==> config.mk <==
export PLATFORM = sky130hd
export DESIGN_NAME = video_dac_clock_load_divider
export DESIGN_NICKNAME = d
export VERILOG_FILES = /design/src/load_divider_pkg.sv /design/src/pin_sync.sv /design/src/video_dac_clock_load_divider.sv
export SDC_FILE = /design/constraint.sdc
export NUM_CORES = 1
export LEC_CHECK = 0
export ABC_AREA = 0
export ABC_CLOCK_PERIOD_IN_PS = 3600
export BUFFER_PORTS_ARGS = -buffer_cell sky130_fd_sc_hd__buf_2
export CAP_MARGIN = 15
export CORE_ASPECT_RATIO = 1.1
export CORE_UTILIZATION = 37
export CTS_BUF_LIST = sky130_fd_sc_hd__clkbuf_8
export CTS_CLUSTER_SIZE = 8
export DETAILED_ROUTE_END_ITERATION = 12
export SYNTH_ARGS = -nofsm -noshare
export SYNTH_HDL_FRONTEND = slang
export SYNTH_HIERARCHICAL = 1
export SYNTH_SLANG_ARGS = --single-unit
==> constraint.sdc <==
create_clock -name clk -period 3.6 [get_ports clk]
set_clock_uncertainty 0.05 [all_clocks]
set_input_delay 0.36 -clock clk [delete_from_list [all_inputs] [get_ports clk]]
set_output_delay 0.36 -clock clk [all_outputs]
set_load 0.05 [all_outputs]
==> src/load_divider_pkg.sv <==
// Constants shared by the video DAC clock and load divider.
// Assumes one free-running oscillator clock at 100 MHz drives the whole block.
package load_divider_pkg;

	// Divide-select codes, with the most significant pin first.
	localparam logic [1:0] SEL_DIV3 = 2'h0;
	localparam logic [1:0] SEL_DIV4 = 2'h1;
	localparam logic [1:0] SEL_DIV5 = 2'h2;
	localparam logic [1:0] SEL_DIV8 = 2'h3;
	localparam logic [1:0] SEL_RESET = SEL_DIV4;

	// Clock cycles low and high of one primary load period.
	localparam logic [2:0] DIV3_LOW = 3'h1;
	localparam logic [2:0] DIV3_HIGH = 3'h2;
	localparam logic [2:0] DIV4_LOW = 3'h2;
	localparam logic [2:0] DIV4_HIGH = 3'h2;
	localparam logic [2:0] DIV5_LOW = 3'h2;
	localparam logic [2:0] DIV5_HIGH = 3'h3;
	localparam logic [2:0] DIV8_LOW = 3'h4;
	localparam logic [2:0] DIV8_HIGH = 3'h4;

	// Number of synchronised input pins and their positions.
	localparam int SYNC_W = 4;
	localparam int POS_SEL_LSB = 0;
	localparam int POS_SEL_MSB = 1;
	localparam int POS_ENABLE_S = 2;
	localparam int POS_PIPE_RESET = 3;
	// Idle levels of the synchronised pins; the pipeline reset pin idles high.
	// Starting from the idle level keeps reset release from looking like a pin edge.
	localparam logic [SYNC_W-1:0] SYNC_IDLE = 4'h8;

	// Pipeline reset sequencer states.
	typedef enum logic [2:0] {
		PIPE_IDLE = 3'h1,
		PIPE_ARMED = 3'h2,
		PIPE_HALTED = 3'h4
	} pipe_state_t;

	function automatic logic [2:0] low_of(input logic [1:0] sel);
		case (sel)
			SEL_DIV3: low_of = DIV3_LOW;
			SEL_DIV4: low_of = DIV4_LOW;
			SEL_DIV5: low_of = DIV5_LOW;
			default: low_of = DIV8_LOW;
		endcase
	endfunction

	function automatic logic [2:0] high_of(input logic [1:0] sel);
		case (sel)
			SEL_DIV3: high_of = DIV3_HIGH;
			SEL_DIV4: high_of = DIV4_HIGH;
			SEL_DIV5: high_of = DIV5_HIGH;
			default: high_of = DIV8_HIGH;
		endcase
	endfunction

endpackage

==> src/pin_sync.sv <==
// Two flip-flop synchroniser for a group of independent level inputs.
// Assumes each bit is a slow level; bits are not coherent with each other.
`timescale 1ns/100ps
`default_nettype none

module pin_sync #(
	parameter int WIDTH = 1,
	parameter logic [WIDTH-1:0] RESET_VALUE = '0
) (
	input wire logic clk,
	input wire logic rst,
	input wire logic [WIDTH-1:0] async_in,
	output logic [WIDTH-1:0] sync_out
);

	logic [WIDTH-1:0] stage1_q;
	logic [WIDTH-1:0] stage2_q;

	always_ff @(posedge clk or posedge rst)
	begin
		if (rst)
		begin
			stage1_q <= RESET_VALUE;
			stage2_q <= RESET_VALUE;
		end
		else
		begin
			stage1_q <= async_in;
			stage2_q <= stage1_q;
		end
	end

	assign sync_out = stage2_q;

endmodule

`default_nettype wire

==> src/video_dac_clock_load_divider.sv <==
// Pixel clock and load strobe generator for a video palette DAC.
// Assumes clk is the oscillator itself; all other inputs are asynchronous pins.
//
// Overview of operation
// - The select pins pick a ratio of 3, 4, 5 or 8, low/high 1/2, 2/2, 2/3 or 4/4 clocks.
// - The pixel clock pair runs at the oscillator rate with its two outputs complementary.
// - Both primary load outputs divide the pixel clock by the chosen ratio and are identical.
// - The half-rate load toggles on each primary load rise, so its period is two load periods.
// - The quarter-rate load output has a period of four primary load periods.
// - The sync gate is timed to the primary load; while it is low both gated loads are zero.
// - The async gate low freezes the gated loads at their level from its fall, with no clock.
// - With both gates high the gated loads match the primary loads in timing and phase.
// - After a pipeline reset rise the next quarter-rate rise stops the clock pair, true high.
// - A halted clock pair resumes free running at the following quarter-rate rise.
// - The pipeline reset pin is edge triggered here and its driver keeps it glitch free.
// - The halt fixes the downstream pipeline delay, whose count the downstream DAC defines.
`timescale 1ns/100ps
`default_nettype none

module video_dac_clock_load_divider (
	input wire logic clk,
	input wire logic rst,
	input wire logic divide_select_lsb,
	input wire logic divide_select_msb,
	input wire logic enable_sync,
	input wire logic enable_async,
	input wire logic pipe_reset_n,
	output logic pixel_clock_p,
	output logic pixel_clock_n,
	output logic load_primary_a,
	output logic load_primary_b,
	output logic load_half_rate,
	output logic load_quarter_rate,
	output logic load_gated_c,
	output logic load_gated_d
);

	logic [load_divider_pkg::SYNC_W-1:0] pins_sync;
	logic [1:0] sel_sync;
	logic [1:0] ratio_q;
	logic [1:0] ratio_d;
	logic [2:0] cnt_q;
	logic [2:0] cnt_d;
	logic wrap;
	logic load_q;
	logic load_d;
	logic load_rise;
	logic [1:0] sub_q;
	logic quarter_rise;
	logic gate_q;
	logic gate_d;
	logic gated_live_q;
	logic gated_live_d;
	logic gated_hold_q;
	logic reset_seen_q;
	logic reset_rise;
	load_divider_pkg::pipe_state_t state_q;

	pin_sync #(
		.WIDTH(load_divider_pkg::SYNC_W),
		.RESET_VALUE(load_divider_pkg::SYNC_IDLE)
	) u_pin_sync (
		.clk(clk),
		.rst(rst),
		.async_in({pipe_reset_n, enable_sync, divide_select_msb, divide_select_lsb}),
		.sync_out(pins_sync)
	);

	assign sel_sync = {pins_sync[load_divider_pkg::POS_SEL_MSB],
		pins_sync[load_divider_pkg::POS_SEL_LSB]};

	// A new ratio is only taken at a period boundary, so no load pulse is ever cut short.
	assign wrap = cnt_q == 3'(load_divider_pkg::low_of(ratio_q)
		+ load_divider_pkg::high_of(ratio_q) - 3'h1);
	assign ratio_d = wrap ? sel_sync : ratio_q;
	assign cnt_d = wrap ? 3'h0 : 3'(cnt_q + 3'h1);
	assign load_d = cnt_d >= load_divider_pkg::low_of(ratio_d);
	assign load_rise = load_d && !load_q;
	assign quarter_rise = load_rise && (sub_q == 2'h1);

	always_ff @(posedge clk or posedge rst)
	begin
		if (rst)
		begin
			ratio_q <= load_divider_pkg::SEL_RESET;
			cnt_q <= 3'h0;
			load_q <= 1'b0;
		end
		else
		begin
			ratio_q <= ratio_d;
			cnt_q <= cnt_d;
			load_q <= load_d;
		end
	end

	// Bit 0 is the half-rate load, bit 1 the quarter-rate load.
	always_ff @(posedge clk or posedge rst)
	begin
		if (rst)
			sub_q <= 2'h0;
		else if (load_rise)
			sub_q <= 2'(sub_q + 2'h1);
	end

	// The synchronous gate is taken only where a load period begins.
	assign gate_d = wrap ? pins_sync[load_divider_pkg::POS_ENABLE_S] : gate_q;
	assign gated_live_d = load_d && gate_d;

	always_ff @(posedge clk or posedge rst)
	begin
		if (rst)
		begin
			gate_q <= 1'b0;
			gated_live_q <= 1'b0;
		end
		else
		begin
			gate_q <= gate_d;
			gated_live_q <= gated_live_d;
		end
	end

	// The hold copy follows the live value only while the asynchronous gate is high.
	// It reads the raw pin on purpose: a synchronised copy would lag the freeze.
	always_ff @(posedge clk or posedge rst)
	begin
		if (rst)
			gated_hold_q <= 1'b0;
		else if (enable_async)
			gated_hold_q <= gated_live_d;
	end

	// Edge detection sits after the synchroniser, behind a third flop.
	always_ff @(posedge clk or posedge rst)
	begin
		if (rst)
			reset_seen_q <= load_divider_pkg::SYNC_IDLE[load_divider_pkg::POS_PIPE_RESET];
		else
			reset_seen_q <= pins_sync[load_divider_pkg::POS_PIPE_RESET];
	end

	assign reset_rise = pins_sync[load_divider_pkg::POS_PIPE_RESET] && !reset_seen_q;

	always_ff @(posedge clk or posedge rst)
	begin
		if (rst)
			state_q <= load_divider_pkg::PIPE_IDLE;
		else
		begin
			unique case (state_q)
				load_divider_pkg::PIPE_IDLE:
					if (reset_rise)
						state_q <= load_divider_pkg::PIPE_ARMED;
				load_divider_pkg::PIPE_ARMED:
					if (quarter_rise)
						state_q <= load_divider_pkg::PIPE_HALTED;
				load_divider_pkg::PIPE_HALTED:
					if (quarter_rise)
						state_q <= load_divider_pkg::PIPE_IDLE;
				default:
					state_q <= load_divider_pkg::PIPE_IDLE;
			endcase
		end
	end

	// The halt flop only changes on a rising clk edge while clk is high, so the gated
	// clock cannot glitch either when stopping or when restarting.
	assign pixel_clock_p = clk || (state_q == load_divider_pkg::PIPE_HALTED);
	assign pixel_clock_n = !pixel_clock_p;
	assign load_primary_a = load_q;
	assign load_primary_b = load_q;
	assign load_half_rate = sub_q[0];
	assign load_quarter_rate = sub_q[1];
	// Both gates low is outside the contract; the freeze then wins over the gate.
	assign load_gated_c = enable_async ? gated_live_q : gated_hold_q;
	assign load_gated_d = load_gated_c;
endmodule

`default_nettype wire

==> flow_summary.json, run 1 <==
{
  "status": "complete, no violations",
  "track_usage": 0.152,
  "critical-path-max-stage-delay_ns": 0.23,
  "slowest_stage": "or2_4",
  "dp_slack_ns": 0.818,
  "p_sw_mw": 0.685,
  "viasPerCell": 5.02,
  "powerDensity_mw_per_mm2": 1130,
  "setup_violations": 0,
  "antenna_cells": 0,
  "pwr-share-clk": 0.389,
  "hold_viol": 0,
  "required_ns": 3.19,
  "setup_tns_ns": 0,
  "crit_buf_inv": 8,
  "relSlewSlack": 0.608,
  "seqPwrFrac": 0.258,
  "synthCells": 104,
  "grt_pass1_vias": 816,
  "hold_slack_ns": 0.0424,
  "path_class": "clock port to output pin",
  "internal-power_mw": 0.901,
  "coreArea_mm2": 0.00283,
  "post_drt_wl_per_cell_um": 12.6,
  "cp_top_family": "buffers and inverters",
  "synth_cell_types": 39,
  "rsz0062_at_grt": "false",
  "syn2layout_area_growth_pct": 25.4,
  "drt_iter0_markers": 13,
  "pwr-share-comb": 0.353,
  "mostFrequentLayoutCells": "18 x dfrtp_1, 13 x clkbuf_8, 13 x buf_2",
  "synth_seq_cells": 23,
  "start_util": 0.396,
  "start_kind": "clock port",
  "clk_latency_ns": 0.37,
  "maxCapViolCount": 0,
  "finalMaxSlewViolations": 0,
  "antenna_found_initial": 0,
  "n_fill_cell": 271,
  "p_sw_frac": 0.432,
  "yosysSeqAreaShare": 0.520,
  "cts_setup_buffers": 0,
  "placed_cell_area_mm2": 0.00119,
  "p_leak_nw": 0.660,
  "cts_tree": "built",
  "layout-drive-gt1-share": 0.320,
  "drc": 0,
  "cp_common_cell": "clkbuf_8",
  "place_congestion": 0.756,
  "grt_max_degree": 16,
  "worstPathCellList": "clkbuf_8 > clkbuf_8 > clkbuf_8 > clkbuf_8 > clkbuf_8 > or2_4 > clkbuf_8 > clkbuf_8 > buf_2",
  "async_reset_ff_frac": 1.00,
  "synth_nets": 117,
  "die_h_um": 59.7,
  "synth_area_per_cell_um2": 10.8,
  "via_count": 808,
  "tightest_slew_ns": 0.587,
  "final_area_mm2": 0.00140,
  "grt_pass1_wl_um": 3300,
  "num_rows": 20,
  "wl_um": 2020,
  "path_clk_slew_ns": 0.07,
  "overflow": 0,
  "finalCoreUtilization": 0.496,
  "worst_ep_arrival_time_ns": 3.06,
  "final_common_cell": "dfrtp_1",
  "ir_worst_vdd_mv": 0.713,
  "ioPinCount": 15,
  "portBuffers": 14,
  "die_area_mm2": 0.00325,
  "die_w_um": 54.4,
  "hold_class": "input port to flop",
  "ys.flop_type": "dfrtp_1",
  "cp-end-kind": "output pin",
  "synth_edf_count": 0,
  "final_antenna_net_count": 0,
  "dr.pass1.iters": 4,
  "netlist_area_mm2": 0.00112,
  "layout.nets": 142,
  "worst_slack_ns": 0.133,
  "cp_max_fo": 2,
  "yosys_warnings": 6,
  "dp_hpwl_um": 1370
}
cell type report:
cell class | instances | area [um2] | share of cell area
Clock buffer | 15 | 199 | 0.142
Sequential cell | 23 | 582 | 0.415
Multi-Input combinational cell | 63 | 454 | 0.324
Clock inverter | 2 | 11.3 | 0.00803
Timing Repair Buffer | 13 | 70.1 | 0.0500
Inverter | 12 | 45.0 | 0.0321
Tap cell | 33 | 41.3 | 0.0294
per-stage QoR:
stage / cells / power (mW)
after floorplan: 104 / 0.986
after global placement: 146 / 1.08
after detailed placement: 146 / 1.09
after CTS: 161 / 1.61
after global routing: 161 / 1.70
final: 161 / 1.59
sequential cells by signal, summed over array words and instances, names as in the netlist:
register             count
ratio_q                  2
u_pin_sync/sync_out      4
u_pin_sync/stage1_q      4
sub_q                    2
load_primary_a           1
cnt_q                    3
gated_live_q             1
gated_hold_q             1
state_q                  3
reset_seen_q             1
gate_q                   1
worst paths after layout:
kind,startpoint,endpoint,slack (ns),cells after the start
setup reg to reg,cnt_q[2],state_q[2],0.80,12
hold / removal,pipe_reset_n,u_pin_sync/stage1_q[3],0.04,1
min in group asynchronous,rst,u_pin_sync/stage1_q[2],0.43,3
max in group asynchronous,rst,state_q[1],2.56,3
hold reg to reg,u_pin_sync/stage1_q[2],u_pin_sync/sync_out[2],0.30,0
setup / recovery,clk,pixel_clock_p,0.13,9
worst register-to-register path, delay by kind of cell (launching register included):
family                     cells  cell delay [ns]
AOI/OAI and AO/OA              6             1.30
DFF                            1             0.49
buffers and inverters          3             0.24
and+or+nand+nor                1             0.22
adders and majority gates      2             0.44
synthesized netlist by cell type, drive strengths merged (2+ instances only):
cell type | count | area [um2]
a21oi | 8 | 47.6
buf | 5 | 36.3
dfrtp | 18 | 450
dfstp | 5 | 131
ha | 6 | 75.1
inv | 13 | 48.8
nand2 | 7 | 26.3
nand2b | 3 | 18.8
nand3 | 3 | 15.0
nor2 | 4 | 15.0
nor2b | 2 | 12.5
nor3b | 2 | 25.0
o21ai | 3 | 15.0
or2 | 3 | 18.8
xor2 | 2 | 17.5
kinds of logic (layout without fill, tap and decap cells):
| family | count (synthesis) | in the layout | share of synthesized area |
|---|---|---|---|
| adder cells (fa/ha/maj) | 6 | 6 | 0.0671 |
| AND/OR/NAND/NOR | 31 | 31 | 0.168 |
| flip-flops | 23 | 23 | 0.520 |
| AO/OA/AOI/OAI | 22 | 22 | 0.136 |
| buffers and inverters | 18 | 42 | 0.0761 |
| XOR/XNOR | 3 | 3 | 0.0235 |
| multiplexers | 1 | 1 | 0.00895 |
metal layers:
metal	part of all wire	GRT usage
met5	0	0
met1	0.46	0.166
met4	0.0084	0.0769
met2	0.49	0.218
met3	0.041	0.104
power by group through the flow:
stage | logic (mW) | clock network, mW | registers (mW)
2_1_floorplan | 0.447 | 0.103 | 0.436
3_3_place_gp | 0.545 | 0.121 | 0.412
3_5_place_dp | 0.561 | 0.121 | 0.412
4_1_cts | 0.568 | 0.632 | 0.409
5_1_grt | 0.626 | 0.656 | 0.420
6_report | 0.560 | 0.617 | 0.409
what timing repair did:
item                       CTS  global route
hold endpoints to repair     6             0
hold buffers                 1             0
resized for setup            6             0
setup endpoints to repair    1             0
(Power assumes the default switching activity.)
==> run 2: changes to the inputs <==
- CORE_UTILIZATION: 37 -> 58
- PLACE_DENSITY_LB_ADDON: default -> 0.25
==> flow_summary.json, run 2 (same netlist as run 1, synthesis figures left out) <==
{
  "reg2reg_from": "cnt_q[2]",
  "viasPerCell": 5.80,
  "r2r-end": "state_q[2]",
  "clk_latency_ns": 0.37,
  "required_ns": 3.19,
  "pwr-share-clk": 0.390,
  "track_usage": 0.273,
  "p_sw_frac": 0.441,
  "cts_setup_buffers": 0,
  "status": "complete, no violations",
  "cts_tree": "built",
  "worstPathCellList": "clkbuf_8 > clkbuf_8 > clkbuf_8 > clkbuf_8 > clkbuf_8 > or2_4 > clkbuf_8 > clkbuf_8 > buf_2",
  "reg2regPathDepth": 12,
  "ioPinCount": 15,
  "ir_worst_vdd_mv": 1.15,
  "hold_start": "pipe_reset_n",
  "n_fill_cell": 120,
  "cp_common_cell": "clkbuf_8",
  "critical-path-max-stage-delay_ns": 0.24,
  "cp_top_family": "buffers and inverters",
  "place_congestion": 0.812,
  "drt_iter0_markers": 12,
  "crit_buf_inv": 8,
  "cp-end-kind": "output pin",
  "path_class": "clock port to output pin",
  "grt_max_degree": 16,
  "internal-power_mw": 0.900,
  "die_h_um": 48.1,
  "antenna_cells": 0,
  "post_drt_wl_per_cell_um": 15.9,
  "rsz0062_at_grt": "false",
  "final_common_cell": "dfrtp_1",
  "pwr-share-comb": 0.355,
  "p_sw_mw": 0.711,
  "syn2layout_area_growth_pct": 23.5,
  "grt_pass1_vias": 842,
  "layout-drive-gt1-share": 0.320,
  "seqPwrFrac": 0.256,
  "overflow": 0,
  "hold_viol": 0,
  "p_leak_nw": 0.660,
  "coreArea_mm2": 0.00180,
  "relSlewSlack": 0.611,
  "finalMaxSlewViolations": 0,
  "powerDensity_mw_per_mm2": 1170,
  "hold_class": "input port to flop",
  "dp_slack_ns": 0.815,
  "worst_ep_arrival_time_ns": 3.10,
  "final_antenna_net_count": 0,
  "wl_um": 2320,
  "num_rows": 16,
  "die_area_mm2": 0.00211,
  "grt_pass1_wl_um": 3470,
  "cp_max_fo": 2,
  "worst_slack_ns": 0.0921,
  "maxCapViolCount": 0,
  "slowest_stage": "or2_4",
  "rrSetupSlack_ns": 0.79,
  "start_kind": "clock port",
  "dr.pass1.iters": 4,
  "layout.nets": 142,
  "antenna_found_initial": 0,
  "drc": 0,
  "hold_path_depth": 1,
  "setup_tns_ns": 0,
  "dp_hpwl_um": 1380,
  "via_count": 847,
  "holdPathEnd": "u_pin_sync/stage1_q[3]",
  "portBuffers": 14,
  "tightest_slew_ns": 0.583,
  "setup_violations": 0,
  "mostFrequentLayoutCells": "18 x dfrtp_1, 13 x clkbuf_8, 13 x buf_2",
  "die_w_um": 43.9,
  "start_util": 0.621,
  "path_clk_slew_ns": 0.08
}
run 2: cell counts in the layout (fill, tap and decap cells not counted):
Identical to the previous run, type by type.
run 2: per-stage QoR:
step	hold slack (ns)	std cells	power, mW	utilization	area [um2]
after floorplan	0.124	104	0.986	-	1120
after global placement	0.264	131	1.07	0.652	1170
after detailed placement	0.273	131	1.09	0.652	1170
after CTS	0.0287	146	1.62	0.767	1380
after global routing	0.0153	146	1.72	0.767	1380
final	0.0311	146	1.61	0.767	1380
run 2: routing by layer:
metal / wire length (um) / track usage / vias up
li1: - / - / 404
met2: 1200 / 0.382 / 22
met1: 918 / 0.240 / 411
met3: 94 / 0.166 / 10
met4: 102 / 0.370 / 0
met5: 0 / 0 / -
run 2: worst max-delay path by stage:
stage	from	to	slack (ns)	depth (start not counted)
2_1_floorplan	clk	pixel_clock_n	0.61	2
3_3_place_gp	clk	pixel_clock_n	0.82	3
3_5_place_dp	cnt_q[0]	state_q[2]	0.82	12
4_1_cts	clk	pixel_clock_p	0.08	9
5_1_grt	clk	pixel_clock_p	0.06	9
6_report	clk	pixel_clock_p	0.09	9
run 2: area by class of cell:
class                   count  area (um2)  share of cell area
flip-flops and latches     23         582               0.421
repair buffers             13        70.1              0.0507
inverters                  12        45.0              0.0326
well taps                  18        22.5              0.0163
multi-input cells          63         454               0.329
clock inverters             2        8.76             0.00634
clock buffers              15         199               0.144
run 2: repair_timing:
action,CTS,global route
resized for setup,5,0
hold buffers,1,0
hold endpoints to repair,6,0
setup endpoints to repair,2,0
run 2: power groups by stage:
| stage | clock [mW] | sequential, mW | combinational, mW |
|---|---|---|---|
| 6_report | 0.628 | 0.412 | 0.571 |
| 2_1_floorplan | 0.103 | 0.436 | 0.447 |
| 5_1_grt | 0.663 | 0.422 | 0.636 |
| 4_1_cts | 0.642 | 0.410 | 0.572 |
| 3_3_place_gp | 0.121 | 0.411 | 0.537 |
| 3_5_place_dp | 0.121 | 0.413 | 0.559 |
run 2: worst register-to-register path: stages (launching register included):
cell	delay, ns
dfrtp_1	0.49
nor3b_2	0.28
a221oi_1	0.10
o21ai_0	0.36
inv_1	0.09
ha_1	0.28
inv_1	0.04
ha_1	0.17
a21oi_1	0.13
o21a_1	0.21
inv_1	0.13
a211o_1	0.28
a21oi_1	0.13
==> run 3: changes to the inputs <==
- CORE_UTILIZATION: 58 -> 55
- SYNTH_HIERARCHICAL: 1 -> default
==> flow_summary.json, run 3 <==
{
  "status": "complete, no violations",
  "dp_hpwl_um": 1340,
  "cp_top_family": "buffers and inverters",
  "rsz0062_at_grt": "false",
  "viasPerCell": 5.53,
  "synth_compound_area_frac": 0.122,
  "clk_latency_ns": 0.37,
  "synthTopCellsByCount": "18 x dfrtp_1, 10 x inv_1, 8 x nand2_1, 7 x a21oi_1, 6 x ha_1",
  "drc": 0,
  "setup_tns_ns": 0,
  "finalMaxSlewViolations": 0,
  "dr.pass1.iters": 4,
  "p_leak_nw": 0.664,
  "synthCells": 101,
  "crit_buf_inv": 8,
  "synth.mux.area_fraction": 0.00898,
  "final_antenna_net_count": 0,
  "worst_slack_ns": 0.0945,
  "synth_area_per_cell_um2": 11.0,
  "reg2regPathDepth": 12,
  "syn2layout_area_growth_pct": 25.4,
  "mostFrequentLayoutCells": "18 x dfrtp_1, 13 x clkbuf_8, 13 x buf_2",
  "async_reset_ff_frac": 1.00,
  "grt_max_degree": 24,
  "portBuffers": 14,
  "placed_cell_area_mm2": 0.00120,
  "yosys.area.top_type": "dfrtp_1",
  "path_class": "clock port to output pin",
  "ioPinCount": 15,
  "place_congestion": 0.793,
  "cp_common_cell": "clkbuf_8",
  "post_drt_wl_per_cell_um": 14.5,
  "dp.cells": 139,
  "netlist_area_mm2": 0.00111,
  "hold_viol": 0,
  "track_usage": 0.250,
  "cts_setup_buffers": 0,
  "synth_fa_ha_area_frac": 0.0673,
  "synth_xor_area_frac": 0.0157,
  "stdcell_count": 153,
  "cp-end-kind": "output pin",
  "synth_seq_cells": 23,
  "die_area_mm2": 0.00221,
  "critical-path-max-stage-delay_ns": 0.26,
  "drt_iter0_markers": 20,
  "synth_most_common_cell": "dfrtp_1",
  "path_depth": 9,
  "wl_um": 2210,
  "die_w_um": 44.9,
  "synth_edf_count": 0,
  "setup_violations": 0,
  "relSlewSlack": 0.462,
  "cts_tree": "built",
  "via_count": 846,
  "path_clk_slew_ns": 0.08,
  "netlist.area_leader.share": 0.404,
  "die_h_um": 49.2,
  "tightest_slew_ns": 0.807,
  "n_fill_cell": 121,
  "synth_area_leaders": "dfrtp_1 40%, dfstp_2 12%, ha_1 6.7%",
  "ir_worst_vdd_mv": 0.811,
  "worst_ep_arrival_time_ns": 3.10,
  "grt_pass1_wl_um": 3670,
  "coreArea_mm2": 0.00184,
  "maxCapViolCount": 0,
  "grt_pass1_vias": 923,
  "synth_nets": 114,
  "worstPathCellList": "clkbuf_8 > clkbuf_8 > clkbuf_8 > clkbuf_8 > clkbuf_8 > or2_4 > clkbuf_8 > clkbuf_8 > buf_2",
  "synth_cell_types": 42,
  "cts_hold_buf": 0,
  "finalPower_mw": 1.61,
  "layout-drive-gt1-share": 0.333,
  "hold_class": "input port to flop",
  "synth_top_family_by_area": "simple AND/OR/NAND/NOR gates",
  "yosys.area_share.simple": 0.209,
  "final_area_mm2": 0.00140,
  "final_common_cell": "dfrtp_1",
  "hold_path_depth": 1,
  "start_kind": "clock port",
  "slowest_stage": "or2_4",
  "cp_max_fo": 2,
  "yosys_warnings": 0,
  "ys.flop_type": "dfrtp_1",
  "antenna_cells": 0,
  "num_rows": 16,
  "layout.nets": 140,
  "required_ns": 3.19,
  "start_util": 0.605,
  "overflow": 0,
  "powerDensity_mw_per_mm2": 1150,
  "yosysSeqAreaShare": 0.522,
  "dp_slack_ns": 0.752,
  "antenna_found_initial": 0
}
## run 3: cell type report
cell class	count	area [um2]	area share
clock buffer	15	199	0.142
clock inverter	2	11.3	0.00806
inverter	10	37.5	0.0269
multi-input combinational	64	474	0.339
sequential	23	582	0.416
tap	27	33.8	0.0242
timing repair buffer	12	60.1	0.0430
## run 3: final timing paths
check,startpoint,to,slack [ns]
min reg2reg,u_pin_sync.stage1_q[1],u_pin_sync.sync_out[1],0.30
min,pipe_reset_n,u_pin_sync.stage1_q[3],0.03
max in group asynchronous,rst,cnt_q[0],2.91
max reg2reg,ratio_q[0],state_q[2],0.59
min in group asynchronous,rst,u_pin_sync.stage1_q[1],0.09
max,clk,pixel_clock_p,0.09
## run 3: metrics by stage
step,hold WS (ns),util
final,0.0316,0.759
after global routing,0.0164,0.759
after CTS,0.0312,0.765
after detailed placement,0.286,0.651
after global placement,0.283,0.651
after floorplan,0.281,-
## run 3: worst register-to-register path, stage by stage (launching register included)
cell	delay (ns)
dfstp_2	0.61
or4b_1	0.15
a21oi_1	0.07
a211oi_1	0.47
inv_1	0.13
ha_1	0.31
inv_1	0.04
ha_1	0.18
a21oi_1	0.14
o21a_1	0.21
inv_1	0.15
a211o_1	0.28
a21oi_1	0.14
## run 3: where the power goes
group	switching, mW	internal (mW)
Sequential	0.0727	0.331
Combinational	0.383	0.199
Clock	0.252	0.372
## run 3: kinds of logic after synthesis
logic type,after synthesis
DFF,23
xor gates and xnor gates,2
and+or+nand+nor,35
muxes,1
AOI/OAI and AO/OA,20
buffers and inverters,14
adders and majority gates,6
## run 3: metal layers
metal	vias to the layer above	global-route usage	share of wire
li1	405	-	-
met1	400	0.289	0.44
met2	32	0.321	0.48
met3	9	0.0852	0.043
met4	0	0.288	0.033
met5	-	0	0
## run 3: what timing repair did
item,4_1_cts,5_1_grt
resized for setup,5,1
cloned,0,0
setup endpoints to repair,1,1
pin swaps,1,1
